==> config.mk <==
export PLATFORM = sky130hd
export DESIGN_NAME = usrx_top
export DESIGN_NICKNAME = d
export VERILOG_FILES = /design/src/shared/usrx_pkg.sv /design/src/core/usrx_top.sv
export SDC_FILE = /design/constraint.sdc
export NUM_CORES = 1
export LEC_CHECK = 0
export BUFFER_PORTS_ARGS = -buffer_cell sky130_fd_sc_hd__buf_2
export CAP_MARGIN = 20
export CORE_MARGIN = 1.5
export CORE_UTILIZATION = 53
export CTS_BUF_LIST = sky130_fd_sc_hd__clkbuf_8 sky130_fd_sc_hd__clkbuf_16
export CTS_CLUSTER_DIAMETER = 40
export DETAILED_ROUTE_END_ITERATION = 12
export GPL_TIMING_DRIVEN = 0
export HOLD_SLACK_MARGIN = 0.1
export PLACE_DENSITY_LB_ADDON = 0.12
export SETUP_SLACK_MARGIN = 0.3
export SYNTH_ARGS = -nofsm -noshare
export SYNTH_HDL_FRONTEND = slang
export SYNTH_SLANG_ARGS = --single-unit
==> constraint.sdc <==
create_clock -name pclk -period 2.9 [get_ports pclk]
set_input_delay 0.58 -clock pclk [delete_from_list [all_inputs] [get_ports pclk]]
set_output_delay 0.58 -clock pclk [all_outputs]
set_load 0.05 [all_outputs]
==> src/shared/usrx_pkg.sv <==
// Package with register map, field positions, timing constants and types of the receive path.
package usrx_pkg;
  // Register byte offsets on the APB slave.
  localparam logic [11:0] USRX_OFS_STATUS_A = 12'h000;
  localparam logic [11:0] USRX_OFS_CONTROL_B = 12'h004;
  localparam logic [11:0] USRX_OFS_CONTROL_C = 12'h008;
  localparam logic [11:0] USRX_OFS_DATA = 12'h00c;
  localparam logic [11:0] USRX_OFS_BAUD = 12'h010;
  // Status register A fields.
  localparam int USRX_STA_RXC = 7;
  localparam int USRX_STA_FE = 4;
  localparam int USRX_STA_DOR = 3;
  localparam int USRX_STA_UPE = 2;
  localparam int USRX_STA_DBL = 1;
  // Control register B fields.
  localparam int USRX_CTB_RXCIE = 7;
  localparam int USRX_CTB_RXEN = 4;
  localparam int USRX_CTB_CS2 = 2;
  localparam int USRX_CTB_RXB8 = 1;
  // Control register C fields.
  localparam int USRX_CTC_SYNC = 6;
  localparam int USRX_CTC_PEN = 5;
  localparam int USRX_CTC_PODD = 4;
  localparam int USRX_CTC_STOP2 = 3;
  localparam int USRX_CTC_CS1 = 2;
  localparam int USRX_CTC_CS0 = 1;
  // Character size handling.
  localparam logic [2:0] USRX_CS_NINE = 3'h7;
  localparam logic [3:0] USRX_BITS_MIN = 4'h5;
  localparam logic [3:0] USRX_BITS_NINE = 4'h9;
  // Oversampling: samples per bit and first voting sample.
  localparam logic [4:0] USRX_SPB_NORMAL = 5'h10;
  localparam logic [4:0] USRX_SPB_DOUBLE = 5'h08;
  localparam logic [4:0] USRX_SF_NORMAL = 5'h08;
  localparam logic [4:0] USRX_SF_DOUBLE = 5'h04;
  localparam logic [4:0] USRX_SAMPLE_ONE = 5'h01;
  localparam logic [4:0] USRX_VOTE_SPAN = 5'h02;
  localparam logic [11:0] USRX_BAUD_RESET = 12'h000;

  typedef enum logic [1:0] {USRX_IDLE, USRX_START, USRX_BITS} usrx_phase_t;

  typedef struct packed {
    logic [8:0] data;
    logic fe;
    logic dor;
    logic upe;
  } usrx_entry_t;

  typedef struct packed {
    logic psel;
    logic penable;
    logic pwrite;
    logic [11:0] paddr;
    logic [31:0] pwdata;
  } usrx_apb_req_t;

  typedef struct packed {
    logic [31:0] prdata;
    logic pready;
    logic pslverr;
  } usrx_apb_rsp_t;

  typedef struct packed {
    logic rx_s1;
    logic rx_s2;
    logic xk_s1;
    logic xk_s2;
    logic xk_prev;
    logic [11:0] baud_cnt;
    logic [11:0] baud;
    logic dbl;
    logic rxen;
    logic rxcie;
    logic [2:0] cs;
    logic sync_mode;
    logic par_en;
    logic par_odd;
    logic stop2;
    usrx_phase_t phase;
    logic [4:0] cnt;
    logic [1:0] vote;
    logic [3:0] idx;
    logic [8:0] shreg;
    logic pbit;
    logic armed;
    usrx_entry_t [1:0] fifo;
    logic rd_ptr;
    logic [1:0] count;
    logic hold;
    usrx_entry_t hold_ent;
    logic dor_pend;
    logic pop_ok;
    usrx_apb_rsp_t rsp;
    logic irq;
    logic pin_override;
  } usrx_state_t;
endpackage

==> src/core/usrx_top.sv <==
// Receive path of a serial port: pin sampling, frame recovery, two-entry FIFO and APB registers.
//
// Decided for this implementation: the APB register port and the register addresses.
`timescale 1ns/1ps
`default_nettype none

// Contract
// - Setting receiver enable gives the serial input pin to the receiver.
// - Synchronous mode clocks bits on the external transfer clock pin.
// - A frame starts only on a valid start bit; bits shift in.
// - A second stop bit is ignored; only the first is examined.
// - After the first stop bit the frame moves into the receive buffer.
// - Unused upper data bits read as zero for short characters.
// - Ninth bit and error flags travel with their frame; data read advances.
// - Receive complete is one exactly while the buffer holds unread data.
// - Clearing receiver enable flushes the buffer and clears receive complete.
// - Interrupt request is a level while enabled, flag set, global enable.
// - Status writes never alter frame, overrun or parity error flags.
// - Error flags never raise an interrupt request.
// - Frame error shows the first stop bit of the next readable frame.
// - Overrun when buffer full, frame waiting, and new start bit found.
// - Overrun clears when a frame is moved into the buffer.
// - Parity error reads zero while parity checking is off.
// - Parity checker compares data parity of chosen type with parity bit.
// - Parity error needs a mismatch and checking on at reception.
// - Disabling stops at once, drops the frame, releases the pin.
// - Asynchronous sampling runs at 16x, or 8x in double speed.
// - Each asynchronous bit is a two-of-three vote over the centre samples; synchronous bits take one sample.
// - A start bit with two or more high centre samples is noise.
module usrx_top (
  input wire logic pclk,
  input wire logic presetn,
  input wire usrx_pkg::usrx_apb_req_t apb_req,
  output var usrx_pkg::usrx_apb_rsp_t apb_rsp,
  input wire logic rxd_pin,
  input wire logic xck_pin,
  input wire logic global_irq_enable,
  output logic rx_irq,
  output logic rx_pin_override
);
  import usrx_pkg::*;

  usrx_state_t s_q;
  usrx_state_t s_d;
  logic rx;
  logic tick;
  logic xck_rise;
  logic [4:0] spb;
  logic [4:0] sf;
  logic [4:0] cnt_n;
  logic [2:0] vote3;
  logic maj;
  logic [3:0] nbits;
  logic [3:0] last_idx;
  logic bit_ev;
  logic bit_val;
  logic start_det;
  logic frame_done;
  usrx_entry_t new_ent;
  usrx_entry_t head;
  logic rxc;
  logic setup;
  logic access;
  logic pop;
  logic rd_new;
  logic [1:0] avail;
  logic [31:0] rdata;
  logic unmapped;

  // Next-state logic for the whole block; every register lives in s_q.
  always_comb begin
    s_d = s_q;
    tick = 1'b0;
    bit_ev = 1'b0;
    bit_val = 1'b0;
    start_det = 1'b0;
    frame_done = 1'b0;
    new_ent = '0;
    pop = 1'b0;
    rdata = '0;
    unmapped = 1'b0;

    // Pin inputs pass two flops; edge detection looks only at the second stage.
    s_d.rx_s1 = rxd_pin;
    s_d.rx_s2 = s_q.rx_s1;
    s_d.xk_s1 = xck_pin;
    s_d.xk_s2 = s_q.xk_s1;
    s_d.xk_prev = s_q.xk_s2;
    rx = s_q.rx_s2;
    xck_rise = s_q.xk_s2 & ~s_q.xk_prev;

    // Sample-rate tick: one tick every baud+1 clocks.
    if (s_q.baud_cnt == '0) begin
      tick = 1'b1;
      s_d.baud_cnt = s_q.baud;
    end else begin
      s_d.baud_cnt = s_q.baud_cnt - 12'h001;
    end

    // Frame geometry from the current configuration.
    spb = s_q.dbl ? USRX_SPB_DOUBLE : USRX_SPB_NORMAL;
    sf = s_q.dbl ? USRX_SF_DOUBLE : USRX_SF_NORMAL;
    cnt_n = (s_q.cnt == spb) ? USRX_SAMPLE_ONE : s_q.cnt + USRX_SAMPLE_ONE;
    vote3 = {s_q.vote, rx};
    maj = (vote3[0] & vote3[1]) | (vote3[0] & vote3[2]) | (vote3[1] & vote3[2]);
    nbits = (s_q.cs == USRX_CS_NINE) ? USRX_BITS_NINE : {2'b00, s_q.cs[1:0]} + USRX_BITS_MIN;
    // Stop index counts only the first stop bit, whatever the stop setting.
    last_idx = nbits + {3'b000, s_q.par_en};

    // Receiver sequencing; runs only while enabled.
    if (s_q.rxen) begin
      unique case (s_q.phase)
        USRX_IDLE: begin
          if (s_q.sync_mode) begin
            if (xck_rise && !rx) begin
              start_det = 1'b1;
              s_d.phase = USRX_BITS;
              s_d.idx = '0;
              s_d.shreg = '0;
            end
          end else if (tick) begin
            s_d.armed = rx;
            // A start needs a high-to-low transition between two ticks.
            if (s_q.armed && !rx) begin
              s_d.phase = USRX_START;
              s_d.cnt = USRX_SAMPLE_ONE;
            end
          end
        end
        USRX_START: begin
          if (tick) begin
            s_d.cnt = cnt_n;
            if (cnt_n == sf || cnt_n == sf + USRX_SAMPLE_ONE) begin
              s_d.vote = {s_q.vote[0], rx};
            end
            if (cnt_n == sf + USRX_VOTE_SPAN) begin
              if (maj) begin
                s_d.phase = USRX_IDLE;
                s_d.armed = 1'b1;
              end else begin
                start_det = 1'b1;
                s_d.phase = USRX_BITS;
                s_d.idx = '0;
                s_d.shreg = '0;
              end
            end
          end
        end
        USRX_BITS: begin
          if (s_q.sync_mode) begin
            bit_ev = xck_rise;
            bit_val = rx;
          end else if (tick) begin
            s_d.cnt = cnt_n;
            if (cnt_n == sf || cnt_n == sf + USRX_SAMPLE_ONE) begin
              s_d.vote = {s_q.vote[0], rx};
            end
            bit_ev = (cnt_n == sf + USRX_VOTE_SPAN);
            bit_val = maj;
          end
        end
        default: begin
          s_d.phase = USRX_IDLE;
        end
      endcase
    end

    // Bit placement: data bits by index, then parity, then the first stop bit.
    if (bit_ev) begin
      s_d.idx = s_q.idx + 4'h1;
      if (s_q.idx < nbits) begin
        s_d.shreg[s_q.idx] = bit_val;
      end else if (s_q.idx != last_idx) begin
        s_d.pbit = bit_val;
      end else begin
        // The frame ends right after the stop vote so an early next start is caught.
        frame_done = 1'b1;
        s_d.phase = USRX_IDLE;
        s_d.armed = bit_val;
        new_ent.data = s_q.shreg;
        new_ent.fe = ~bit_val;
        new_ent.upe = s_q.par_en & ((^s_q.shreg ^ s_q.pbit) != s_q.par_odd);
      end
    end

    // A new start while the buffer is full and a frame waits loses the waiting frame.
    if (start_det && s_q.hold) begin
      s_d.hold = 1'b0;
      s_d.dor_pend = 1'b1;
    end

    // APB decode: answer in the cycle after setup, zero wait states.
    setup = apb_req.psel & ~apb_req.penable;
    access = apb_req.psel & apb_req.penable & s_q.rsp.pready;
    head = s_q.fifo[s_q.rd_ptr];
    rxc = (s_q.count != 2'b00);
    unique case (apb_req.paddr)
      USRX_OFS_STATUS_A: begin
        rdata[USRX_STA_RXC] = rxc;
        rdata[USRX_STA_FE] = rxc & head.fe;
        rdata[USRX_STA_DOR] = rxc & head.dor;
        rdata[USRX_STA_UPE] = rxc & head.upe & s_q.par_en;
        rdata[USRX_STA_DBL] = s_q.dbl;
      end
      USRX_OFS_CONTROL_B: begin
        rdata[USRX_CTB_RXCIE] = s_q.rxcie;
        rdata[USRX_CTB_RXEN] = s_q.rxen;
        rdata[USRX_CTB_CS2] = s_q.cs[2];
        rdata[USRX_CTB_RXB8] = rxc & head.data[8];
      end
      USRX_OFS_CONTROL_C: begin
        rdata[USRX_CTC_SYNC] = s_q.sync_mode;
        rdata[USRX_CTC_PEN] = s_q.par_en;
        rdata[USRX_CTC_PODD] = s_q.par_odd;
        rdata[USRX_CTC_STOP2] = s_q.stop2;
        rdata[USRX_CTC_CS1] = s_q.cs[1];
        rdata[USRX_CTC_CS0] = s_q.cs[0];
      end
      USRX_OFS_DATA: begin
        rdata[7:0] = rxc ? head.data[7:0] : 8'h00;
      end
      USRX_OFS_BAUD: begin
        rdata[11:0] = s_q.baud;
      end
      default: begin
        unmapped = 1'b1;
      end
    endcase

    // Read data is captured in the setup cycle and held through the access cycle.
    s_d.rsp.pready = setup;
    if (setup) begin
      s_d.rsp.prdata = rdata;
      s_d.rsp.pslverr = unmapped;
      s_d.pop_ok = (apb_req.paddr == USRX_OFS_DATA) & ~apb_req.pwrite & rxc;
    end else if (!access) begin
      s_d.rsp.pslverr = 1'b0;
    end

    // Register writes take effect at the completing edge of the access phase.
    if (access && apb_req.pwrite && !s_q.rsp.pslverr) begin
      unique case (apb_req.paddr)
        USRX_OFS_STATUS_A: begin
          // Only the speed select is writable; buffered flags ignore writes.
          s_d.dbl = apb_req.pwdata[USRX_STA_DBL];
        end
        USRX_OFS_CONTROL_B: begin
          s_d.rxcie = apb_req.pwdata[USRX_CTB_RXCIE];
          s_d.rxen = apb_req.pwdata[USRX_CTB_RXEN];
          s_d.cs[2] = apb_req.pwdata[USRX_CTB_CS2];
        end
        USRX_OFS_CONTROL_C: begin
          s_d.sync_mode = apb_req.pwdata[USRX_CTC_SYNC];
          s_d.par_en = apb_req.pwdata[USRX_CTC_PEN];
          s_d.par_odd = apb_req.pwdata[USRX_CTC_PODD];
          s_d.stop2 = apb_req.pwdata[USRX_CTC_STOP2];
          s_d.cs[1] = apb_req.pwdata[USRX_CTC_CS1];
          s_d.cs[0] = apb_req.pwdata[USRX_CTC_CS0];
        end
        USRX_OFS_BAUD: begin
          s_d.baud = apb_req.pwdata[11:0];
        end
        default: begin
          s_d.baud = s_q.baud;
        end
      endcase
    end
    // A completed data read advances the buffer to the next entry.
    pop = access & ~apb_req.pwrite & s_q.pop_ok & rxc;

    // Buffer update: the pop frees a slot in the same cycle a push may use it.
    rd_new = s_q.rd_ptr ^ pop;
    avail = s_q.count - {1'b0, pop};
    s_d.rd_ptr = rd_new;
    s_d.count = avail;
    if (s_q.hold && !avail[1]) begin
      s_d.fifo[rd_new ^ avail[0]] = s_q.hold_ent;
      s_d.fifo[rd_new ^ avail[0]].dor = s_q.dor_pend;
      s_d.count = avail + 2'b01;
      s_d.hold = 1'b0;
      s_d.dor_pend = 1'b0;
    end else if (frame_done) begin
      if (!avail[1]) begin
        s_d.fifo[rd_new ^ avail[0]] = new_ent;
        s_d.fifo[rd_new ^ avail[0]].dor = s_q.dor_pend;
        s_d.count = avail + 2'b01;
        s_d.dor_pend = 1'b0;
      end else begin
        // Buffer full: the frame waits in hold_ent until a read frees a slot.
        s_d.hold = 1'b1;
        s_d.hold_ent = new_ent;
      end
    end

    // Disable acts at once: frame dropped, buffer flushed, pin released.
    if (!s_d.rxen) begin
      s_d.phase = USRX_IDLE;
      s_d.armed = 1'b0;
      s_d.count = 2'b00;
      s_d.hold = 1'b0;
      s_d.dor_pend = 1'b0;
    end

    // Level request from the next flag value; error flags play no part.
    s_d.irq = s_d.rxcie & (s_d.count != 2'b00) & global_irq_enable;
    s_d.pin_override = s_d.rxen;
  end

  // State register; all fields clear on reset, which leaves the receiver disabled.
  always_ff @(posedge pclk or negedge presetn) begin
    if (!presetn) begin
      s_q <= '0;
    end else begin
      s_q <= s_d;
    end
  end

  // Outputs come straight from the state register.
  assign apb_rsp = s_q.rsp;
  assign rx_irq = s_q.irq;
  assign rx_pin_override = s_q.pin_override;
endmodule

`default_nettype wire

==> results.rst, run 1 <==
.. list-table::
   :header-rows: 1

   * - Metric
     - Value
   * - Number of I/O pins
     - ~90
   * - Pre-Repair DR Iteration Count
     - 8
   * - Worst max-slew margin expressed relative to the limit
     - 0.3553
   * - Synthesis-to-finish area growth
     - 33.25%
   * - Worst Slack Setup Final
     - -93.38 ps
   * - Post-route cell area
     - between 0.009 and 0.01 mm^2
   * - Reg clk slew, reported paths
     - 50 ps
   * - Net count, final
     - about 890
   * - Number of enable flip-flop cells after synthesis
     - 0
   * - Worst IR Drop VDD
     - ~0.35 mV
   * - Fin crit share
     - 1.032
   * - Number of inserted diodes
     - 0
   * - Count of different cell masters after synthesis
     - 75
   * - Number of max-slew violations in the final report
     - 0
   * - Average cell area after synthesis
     - a little over 10 um^2
   * - Ys flop type
     - dfrtp_1
   * - Number of global-route vias before repair
     - about 5.6k
   * - Number of routed nets with antenna violations
     - 0
   * - Count of yosys warnings during synthesis
     - 0
   * - Via-per-instance ratio
     - between 5 and 6
   * - Row count
     - 41
   * - Final setup fails
     - 11
   * - Crit path time final
     - around 3000 ps
   * - Violated checks
     - negative setup slack
   * - Buffers and inverters on the worst path
     - 1
   * - Endpoint required time on the critical path
     - 3200 ps
   * - Worst setup SP type
     - flop
   * - Post-synth top area share
     - 0.4390
   * - Minimum hold slack
     - around 260 ps
   * - Top cells by area in the synthesized netlist
     - dfrtp_1 44%, mux2_2 7.5%, ha_1 4.1%
   * - Data arrival, critical path
     - 3300 ps
   * - Placed Cells
     - 910
   * - Maximum number of buffers from clock root to sink
     - 2
   * - Highest cell delay on the worst timing path
     - about 450 ps
   * - Number of port buffers
     - between 40 and 50
   * - Cell accounting for the most synthesized area
     - dfrtp_1
   * - Synthesized netlist cell count
     - 672
   * - Max Fclk
     - around 0.33 GHz
   * - Cell family with most CP delay
     - compound AO/OA/AOI/OAI gates
   * - Kind of path behind the tightest hold check
     - in2reg
   * - Sequential cell area in the final layout
     - between 0.002 and 0.003 mm^2
   * - Half-perimeter wire length of the detailed placement result
     - 12.36 mm
   * - Final total power
     - roughly 0.0040 W
   * - Effective utilization at floorplan
     - 0.5398
   * - Setup skew after layout
     - between 7 and 8 ps
   * - Wire length of the first global-routing pass
     - 28.50 mm
   * - Parity-gate share of the synthesized area counting xor and xnor cells
     - 0.03430
   * - Post-placement setup slack
     - -384.3 ps
   * - Layout cells sized above 1
     - 0.3846
   * - Part of the Yosys area used for sequential elements
     - 0.4390
   * - Total via count in the routed design
     - between 5k and 6k
   * - Weighted congestion at the end of routability-driven global placement
     - slightly below 0.9
   * - Count of fill cells added during filler insertion
     - 877
   * - Largest family of logic cells by synthesized area
     - compound AO/OA/AOI/OAI gates
   * - Outcome
     - finished, violations left
   * - DP Area
     - ~0.0075 mm^2
   * - Average routed wire per standard cell
     - around 19 um
   * - H-tree depth
     - 4
   * - Number of synthesized register bits
     - 119
   * - Core Area
     - 0.01257 mm^2
   * - Vertical extent of the die
     - approximately 120 um
   * - Slew of the pin with the lowest slew margin
     - approximately 960 ps
   * - Compound-cell area share of the yosys netlist
     - 0.1962
   * - Ordered cell list for the critical path
     - ha_4 > nand2_2 > nand2_1 > ha_2 > fa_1 > o21ai_0 > and3_4 > o211ai_1 > a211oi_2 > buf_4 > mux2_4
   * - Endpoint class of the critical path
     - flop
   * - Antenna violations before repair
     - 0
   * - Clk Latency, worst-skew pair
     - 420 ps
   * - Multiplexer share of the synthesized area
     - 0.08244
   * - Sum of routed wire length over all layers
     - around 19 mm
   * - Fraction of the mapped netlist area in simple logic gates
     - 0.1354
   * - Critical path class
     - reg2reg
   * - Total Routing Usage GR
     - 0.2795
   * - Number of clock sinks seen by CTS
     - between 100 and 150
   * - Highest net fanout along the worst path
     - 5
   * - Post-synthesis adder-cell area fraction
     - 0.04353
   * - Setup repair after global routing missed its margin
     - true
   * - Die area
     - approximately 0.013 mm^2
   * - Maximum number of pins on one net before global-route repair
     - 97
   * - Fin cells
     - around 1k
   * - Inserted Clock Buffers
     - 17
   * - Total standard cell area after synthesis
     - 0.006784 mm^2
   * - Power per unit of standard cell area
     - approximately 440 mW/mm^2
   * - Count of endpoints failing hold in the final timing report
     - 0
   * - Total DRC errors in the routed layout
     - 0
   * - DIE WIDTH
     - 116.1 um
   * - Max-capacitance violation count
     - 0
   * - Detailed Route Iter0 Violations
     - 518
   * - Static leakage power
     - 3.954 nW
   * - Cell with the largest stage delay on the worst path
     - dfrtp_2
   * - Root buffer cell
     - clkbuf_16
   * - Clock tree from TritonCTS
     - done
   * - Area of combinational cells with multiple inputs
     - just under 0.004 mm^2
   * - Final global-route overflow total
     - 0
   * - Ys async rst share
     - 1.000
==> worst paths after layout <==
path | depth (start not counted) | slack (ps) | to | from
max | 11 | -90 | flop | s_q[106]$_DFFE_PN0P_
min | 1 | 260 | s_d[139]$_DFF_PN0_ | rxd_pin
max reg2reg | 11 | -90 | flop | s_q[106]$_DFFE_PN0P_
min reg2reg | 0 | 350 | s_d[136]$_DFF_PN0_ | s_d[137]$_DFF_PN0_
max in group asynchronous | 3 | 1590 | s_q[81]$_DFF_PN0_ | presetn
min in group asynchronous | 2 | 580 | s_q[122]$_DFFE_PN0P_ | presetn
==> report_power, final <==
part / switching [W] / internal [W]
Sequential: 0.00000443 / 0.00167
Clock: 0.000735 / 0.00140
Combinational: 0.000128 / 0.0000497
Total: 0.000868 / 0.00312
==> layer usage <==
metal | routed length (um) | global-route usage | up-vias
li1 | - | - | 2706
met1 | 8275 | 0.3688 | 2900
met2 | 9188 | 0.4647 | 247
met3 | 1183 | 0.05449 | 40
met4 | 478 | 0.09431 | 0
met5 | 0 | 0 | -
==> cells in the mapped netlist, types with 6 or more instances <==
cell type	count
xnor2_1	16
nor2_1	41
clkbuf_1	22
a2bb2oi_1	20
or3_1	6
a22oi_1	7
dfrtp_1	119
xor2_1	8
ha_1	22
nand2_1	65
o21ai_0	47
mux2_2	45
buf_4	34
a211oi_1	15
inv_1	25
a21oi_1	18
nand3_1	11
nand2b_1	6
a31o_2	8
nor3_1	17
a31oi_1	7
==> registers in the layout (all words and copies together), names as in the netlist, named ones only <==
| name | count |
|---|---|
| rx | 1 |
| s_q | 97 |
| rx_irq | 1 |
| apb_rsp | 14 |
| rx_pin_override | 1 |
| s_d | 3 |
==> repair_timing <==
item,4_1_cts,5_1_grt
hold endpoints to repair,23,0
pin swaps,14,21
hold buffers,1,0
gates resized for setup,57,50
gates cloned,1,0
buffers inserted,36,24
endpoints found under the setup margin,67,86
==> through the flow <==
stage,TNS [ps],util
finish,-323.3,0.7193
global route,-2834,0.7193
CTS,0,0.6861
detailed placement,-12110,0.5951
global placement,-31950,0.5924
floorplan,0,-
==> cell type report <==
| class | count | area share |
|---|---|---|
| Buffer | 63 | 0.04567 |
| Clock buffer | 20 | 0.05163 |
| Clock inverter | 12 | 0.01481 |
| Inverter | 25 | 0.01038 |
| Multi-Input combinational cell | 484 | 0.4371 |
| Sequential cell | 119 | 0.3300 |
| Tap cell | 172 | 0.02381 |
| Timing Repair Buffer | 109 | 0.08664 |
==> cell usage in the layout (no fill, tap or decap), types with 17 or more instances in the layout <==
| cell type | instances |
|---|---|
| dfrtp_1 | 115 |
| nand2_1 | 63 |
| buf_2 | 46 |
| buf_4 | 84 |
| mux2_2 | 40 |
| nor2_1 | 38 |
| inv_1 | 25 |
| ha_1 | 17 |
| clkbuf_16 | 17 |
| o21ai_0 | 44 |
| clkbuf_1 | 18 |
| conb_1 | 20 |
==> kinds of logic after synthesis <==
logic type / count (synthesis)
multiplexers: 49
adder cells (fa/ha/maj): 23
buffers and inverters: 88
AO/OA/AOI/OAI: 182
flip-flops: 119
XOR/XNOR: 25
other: 1
AND/OR/NAND/NOR: 185
No activity file was read; power rests on OpenSTA's default activity.
==> run 2, diff against run 1 <==
Settings changed: SKIP_CTS_REPAIR_TIMING from default to 1.
==> run 2 against run 1 <==
  * The run still ends with negative setup slack left
  * Fmax fell by 1.3%
  * First-iteration DRC count grew 4.6%
  * Largest cell class unchanged
  * Clock power about the same
  * Die area stayed put
  * Combinational power about the same
  * Critical path type unchanged
  * Register-to-register slack lost 40 ps
  * Hold slack improved by 1.1 ps
  * Critical path depth unchanged
  * Sequential power about the same
  * Sequential cell count is the same
  * Global-route usage fell by 1.9 points
  * Highest routed layer unchanged
==> results.rst, run 2 (same netlist as run 1, synthesis figures left out) <==
.. list-table::
   :header-rows: 1

   * - Metric
     - Value
   * - Detailed-route wire length on metal 1
     - about 8.2 mm
   * - Violated checks
     - negative setup slack
   * - Cells on Worst Hold Path
     - 1
   * - Layout cells sized above 1
     - 0.3776
   * - Number of max-slew violations in the final report
     - 0
   * - Outcome
     - finished, violations left
   * - Worst Hold Endpoint
     - s_d[139]$_DFF_PN0_
   * - Worst setup SP type
     - flop
   * - Hold Path Origin
     - rxd_pin
   * - DIE WIDTH
     - about 120 um
   * - Worst IR Drop VDD
     - approximately 0.38 mV
   * - Power per unit of standard cell area
     - between 400 and 500 mW/mm^2
   * - Maximum number of pins on one net before global-route repair
     - 97
   * - Clock tree from TritonCTS
     - done
   * - Vertical extent of the die
     - around 120 um
   * - Inserted Clock Buffers
     - 17
   * - Total Routing Usage GR
     - 0.2601
   * - Fin crit share
     - 1.046
   * - Sum of routed wire length over all layers
     - 18.72 mm
   * - Maximum number of buffers from clock root to sink
     - 2
   * - Commonest non-fill, non-tap cells in the layout
     - 113 x dfrtp_1, 77 x buf_4, 62 x nand2_1
   * - Endpoint class of the critical path
     - flop
   * - H-tree depth
     - 4
   * - Final total power
     - ~0.0040 W
   * - Final setup fails
     - 14
   * - Post-route cell area
     - around 0.009 mm^2
   * - Data arrival, critical path
     - approximately 3300 ps
   * - Pre-Repair DR Iteration Count
     - 5
   * - Max Fclk
     - about 0.33 GHz
   * - Worst max-slew margin expressed relative to the limit
     - 0.3636
   * - Die area
     - between 0.01 and 0.015 mm^2
   * - Count of endpoints failing hold in the final timing report
     - 0
   * - Weighted congestion at the end of routability-driven global placement
     - a little under 0.9
   * - Row count
     - 41
   * - Setup skew after layout
     - slightly below 9 ps
   * - Root buffer cell
     - clkbuf_16
   * - Number of clock sinks seen by CTS
     - 119
   * - DP Area
     - 0.007480 mm^2
   * - Synthesis-to-finish area growth
     - 31.93%
   * - Length in cells of the worst reg-to-reg path
     - 11
   * - Kind of path behind the tightest hold check
     - in2reg
   * - Met2 layer wire length in the routed design
     - 9.091 mm
   * - Startpoint of the worst-slack reg-to-reg timing path
     - s_q[106]$_DFFE_PN0P_
   * - Number of port buffers
     - 46
   * - Net count, final
     - 883
   * - Detailed Route Iter0 Violations
     - around 540
   * - Core Area
     - 0.01257 mm^2
   * - Total via count in the routed design
     - roughly 5.8k
   * - Antenna violations before repair
     - 0
   * - Wire length of the first global-routing pass
     - ~26 mm
   * - Max-capacitance violation count
     - 0
   * - Top routing layer in use
     - met4
   * - Setup repair after global routing missed its margin
     - true
   * - Max FFs per register
     - 97
   * - Number of global-route vias before repair
     - 5230
   * - Total DRC errors in the routed layout
     - 0
   * - Largest Register
     - s_q
   * - Average routed wire per standard cell
     - between 15 and 20 um
   * - Via-per-instance ratio
     - just under 6
   * - Setup slack on the worst flop-to-flop path
     - -130 ps
   * - Endpoint required time on the critical path
     - approximately 3200 ps
   * - Number of routed nets with antenna violations
     - 0
   * - Critical path class
     - reg2reg
   * - Number of I/O pins
     - 88
   * - Half-perimeter wire length of the detailed placement result
     - 12.36 mm
   * - Number of inserted diodes
     - 0
   * - Effective utilization at floorplan
     - 0.5398
   * - Highest net fanout along the worst path
     - 4
   * - Most frequent standard cell in the layout excluding fill and tap cells
     - dfrtp_1
   * - Reg clk slew, reported paths
     - approximately 50 ps
   * - Final global-route overflow total
     - 0
   * - Worst Slack Setup Final
     - -134.0 ps
   * - Slew of the pin with the lowest slew margin
     - around 950 ps
   * - Routed wl met3
     - between 1 and 1.5 mm
   * - Crit path time final
     - 3034 ps
   * - Total negative setup slack
     - -798.3 ps
   * - Static leakage power
     - 3.871 nW
   * - Clk Latency, worst-skew pair
     - roughly 420 ps
[run 2: layer usage]
layer / GRT usage / vias up
li1: - / 2702
met1: 0.3431 / 2871
met2: 0.4278 / 237
met3: 0.05553 / 34
met4: 0.09024 / 0
met5: 0 / -
[run 2: how the worst max path moves through the flow]
stage                         startpoint                  end  slack, ps  depth (start not counted)
floorplan           s_q[106]$_DFFE_PN0P_                 flop        150                         10
global placement    s_q[106]$_DFFE_PN0P_  s_q[61]$_DFFE_PN0P_       -250                         11
detailed placement  s_q[106]$_DFFE_PN0P_  s_q[74]$_DFFE_PN0P_       -380                         10
CTS                 s_q[106]$_DFFE_PN0P_  s_q[70]$_DFFE_PN0P_       -400                         10
global route        s_q[106]$_DFFE_PN0P_                 flop       -240                         11
finish              s_q[106]$_DFFE_PN0P_                 flop       -130                         11
[run 2: final cells by class]
class                   instances  area (um^2)
fillers                       868         3618
inverters                      25        93.84
repair buffers                 96        669.4
well taps                     172        215.2
multi-input cells             486         3971
plain buffers                  63        414.1
clock inverters                12        133.9
clock buffers                  20        466.7
flip-flops and latches        119         2985
[run 2: where the power goes]
part / internal, W / total, W / switching (W)
Combinational: 0.0000499 / 0.000177 / 0.000127
Clock: 0.00140 / 0.00213 / 0.000734
Sequential: 0.00167 / 0.00167 / 0.00000456
[run 2: critical path, stage by stage (launching register included)]
cell and delay, ps:
dfrtp_2 470, ha_4 190, nand2_2 80, nand2_1 60, ha_2 170, fa_1 440, xnor2_1 210, and3_4 220
o211ai_1 220, a211oi_2 390, buf_4 180, mux2_4 280
[run 2: through the flow]
stage               std cells    util  worst slack (ps)  hold slack [ps]
finish                    993  0.7121            -134.0            261.7
global route              993  0.7121            -244.1            256.5
CTS                       942  0.6429            -403.1            8.082
detailed placement        910  0.5951            -384.3            345.2
global placement          909  0.5924            -252.3            333.2
floorplan                 691       -             147.6            284.4
==> run 3, diff against run 2 <==
Settings changed: CELL_PAD_IN_SITES_DETAIL_PLACEMENT from default to 1, CELL_PAD_IN_SITES_GLOBAL_PLACEMENT from default to 2, CORE_ASPECT_RATIO from default to 1.2, CORE_UTILIZATION 53 to 34.
Clock period 2.9 ns to 2.6 ns, I/O delays scaled along.
==> run 3 against run 2 <==
  * The run still ends with negative setup slack left
  * Sequential share of layout area shrank 1.2 points
  * Total power grew 9.1%
  * Wire length grew 17%
  * Global-route usage shrank 5.7 points
  * Clock power grew 7%
  * Sequential cell count is the same
  * Sequential power grew 11%
  * Setup slack lost 360 ps
  * Critical path depth grew 1
  * Combinational power grew 16%
  * First-iteration DRC count shrank 61%
  * Critical path type unchanged
  * Largest cell class unchanged
==> results.rst, run 3 (same netlist as run 1, synthesis figures left out) <==
.. list-table::
   :header-rows: 1

   * - Metric
     - Value
   * - Post-route cell area
     - just over 0.009 mm^2
   * - Largest Register
     - s_q
   * - Number of global-route vias before repair
     - roughly 6k
   * - Final setup fails
     - 59
   * - Setup skew after layout
     - 9.107 ps
   * - Final global-route overflow total
     - 0
   * - Outcome
     - finished, violations left
   * - Root buffer cell
     - clkbuf_16
   * - Minimum hold slack
     - slightly above 200 ps
   * - Antenna violations before repair
     - 0
   * - Slew of the pin with the lowest slew margin
     - about 1100 ps
   * - Max Fclk
     - between 0.3 and 0.4 GHz
   * - Total via count in the routed design
     - roughly 5.8k
   * - Layout cells sized above 1
     - 0.4077
   * - Number of clock sinks seen by CTS
     - 119
   * - Worst IR Drop VDD
     - 0.4592 mV
   * - Buffers and inverters on the worst path
     - 2
   * - Static leakage power
     - 3.972 nW
   * - Total negative setup slack
     - -15620 ps
   * - Fin crit share
     - 1.191
   * - Ordered cell list for the critical path
     - ha_4 > nand2_2 > nand2_1 > ha_2 > fa_1 > xnor2_2 > and3_4 > o211ai_1 > a211oi_2 > buf_4 > buf_6 > mux2_4
   * - Count of endpoints failing hold in the final timing report
     - 0
   * - Average routed wire per standard cell
     - around 20 um
   * - Worst setup SP type
     - flop
   * - Number of I/O pins
     - 88
   * - Cell with the largest stage delay on the worst path
     - fa_1
   * - Endpoint class of the critical path
     - flop
   * - Commonest non-fill, non-tap cells in the layout
     - 115 x dfrtp_1, 72 x buf_4, 62 x nand2_1
   * - Kind of path behind the tightest hold check
     - in2reg
   * - Via-per-instance ratio
     - between 5 and 6
   * - Maximum number of pins on one net before global-route repair
     - 94
   * - Net count, final
     - 891
   * - Power per unit of standard cell area
     - 468.8 mW/mm^2
   * - Maximum number of buffers from clock root to sink
     - 2
   * - Length in cells of the worst reg-to-reg path
     - 12
   * - Detailed Route Iter0 Violations
     - 210
   * - Net load switching power
     - a little over 0.001 W
   * - Inserted Clock Buffers
     - 17
   * - Row count
     - 56
   * - Weighted congestion at the end of routability-driven global placement
     - 0.7979
   * - Portion of total power attributed to combinational logic
     - 0.047
   * - Worst Slack Setup Final
     - -497.0 ps
   * - Max FFs per register
     - 97
   * - Effective utilization at floorplan
     - 0.3470
   * - Setup repair after global routing missed its margin
     - true
   * - Cells on Worst Hold Path
     - 1
   * - Number of port buffers
     - 46
   * - Highest net fanout along the worst path
     - 5
   * - Number of routed nets with antenna violations
     - 0
   * - Power share of the clock group
     - 0.524
   * - Cell family with most CP delay
     - adder cells
   * - Fin cells
     - 1090
   * - Switching part of the total
     - 0.2390
   * - Vertical extent of the die
     - ~160 um
   * - H-tree depth
     - 4
   * - Placed Cells
     - 999
   * - Clock tree from TritonCTS
     - done
   * - Number of gates on the worst path with buffers counted
     - 12
   * - Reg clk slew, reported paths
     - 60 ps
   * - Count of fill cells added during filler insertion
     - 2141
   * - Number of inserted diodes
     - 0
   * - Violated checks
     - negative setup slack
   * - Internal power consumption
     - about 0.0033 W
   * - Data arrival, critical path
     - 3400 ps
   * - DIE WIDTH
     - between 100 and 150 um
   * - Max-capacitance violation count
     - 0
   * - Number of max-slew violations in the final report
     - 0
   * - Highest cell delay on the worst timing path
     - roughly 530 ps
   * - Sequential cell fraction of total power
     - 0.429
   * - Most frequent standard cell in the layout excluding fill and tap cells
     - dfrtp_1
   * - Clk Latency, worst-skew pair
     - around 420 ps
   * - Endpoint required time on the critical path
     - roughly 2900 ps
   * - Sum of routed wire length over all layers
     - around 22 mm
   * - Pre-Repair DR Iteration Count
     - 4
   * - Crit path time final
     - just over 3000 ps
   * - Die area
     - 0.02081 mm^2
   * - Total Routing Usage GR
     - 0.2035
   * - Critical path class
     - reg2reg
   * - Post-placement setup slack
     - -857.9 ps
   * - Total DRC errors in the routed layout
     - 0
   * - Synthesis-to-finish area growth
     - 36.67%
   * - Worst max-slew margin expressed relative to the limit
     - 0.2969
   * - Wire length of the first global-routing pass
     - about 33 mm
   * - DP Area
     - roughly 0.0077 mm^2
   * - Half-perimeter wire length of the detailed placement result
     - 15.00 mm
   * - Core Area
     - about 0.020 mm^2
-- run 3: cell count changes in the layout (fill, tap and decap cells not counted), moves of 4 or more --
cell       before  now
a2bb2oi_1      10    0
a211oi_2        3    8
buf_6           7   21
clkbuf_1       18   14
buf_4          77   72
a2bb2oi_2      10   19
a211oi_1       11    7
-- run 3: layout make-up --
cell class                 count  area (um^2)  share of cell area
inverter                      25        93.84             0.01012
sequential                   119         2983              0.3217
clock inverter                15        138.9             0.01498
multi-input combinational    484         4050              0.4368
tap                          261        326.6             0.03522
timing repair buffer         106        818.3             0.08826
buffer                        63        435.4             0.04696
clock buffer                  17        425.4             0.04588
-- run 3: path summary, 6_finish.rpt --
path | start | endpoint | slack (ps)
worst min-delay path | rxd_pin | s_d[139]$_DFF_PN0_ | 200
worst max register to register | s_q[106]$_DFFE_PN0P_ | flop | -500
worst min register to register | s_d[139]$_DFF_PN0_ | rx$_DFF_PN0_ | 350
min in group asynchronous | presetn | s_q[95]$_DFFE_PN0P_ | 540
worst max-delay path | s_q[106]$_DFFE_PN0P_ | flop | -500
max in group asynchronous | presetn | s_q[47]$_DFFE_PN0P_ | 1270
-- run 3: worst register-to-register path, cell delays in order, from the launching register on --
cell and delay [ps]:
dfrtp_2 480, ha_4 190, nand2_2 60, nand2_1 60, ha_2 180, fa_1 530, xnor2_2 130, and3_4 240
o211ai_1 250, a211oi_2 310, buf_4 180, buf_6 100, mux2_4 280
-- run 3: power groups by stage --
stage	Clock, W	Combinational [W]	Sequential, W
final	0.00228	0.000205	0.00186
after global routing	0.00239	0.000223	0.00186
after CTS	0.00232	0.000203	0.00186
after detailed placement	0	0.000202	0.00190
after floorplan	0	0.000116	0.00190
after global placement	0	0.000194	0.00190
-- run 3: per-stage QoR --
| stage | total power [W] | util |
|---|---|---|
| global route | 0.004480 | 0.4743 |
| CTS | 0.004382 | 0.4230 |
| global placement | 0.002090 | 0.3924 |
| finish | 0.004346 | 0.4743 |
| detailed placement | 0.002098 | 0.3941 |
| floorplan | 0.002011 | - |
-- run 3: per-layer routing --
metal | vias up | track usage | routed length [um]
li1 | 2704 | - | -
met1 | 2996 | 0.2390 | 9030
met2 | 80 | 0.3732 | 11760
met3 | 34 | 0.03138 | 555
met4 | 0 | 0.07884 | 501
met5 | - | 0 | 0
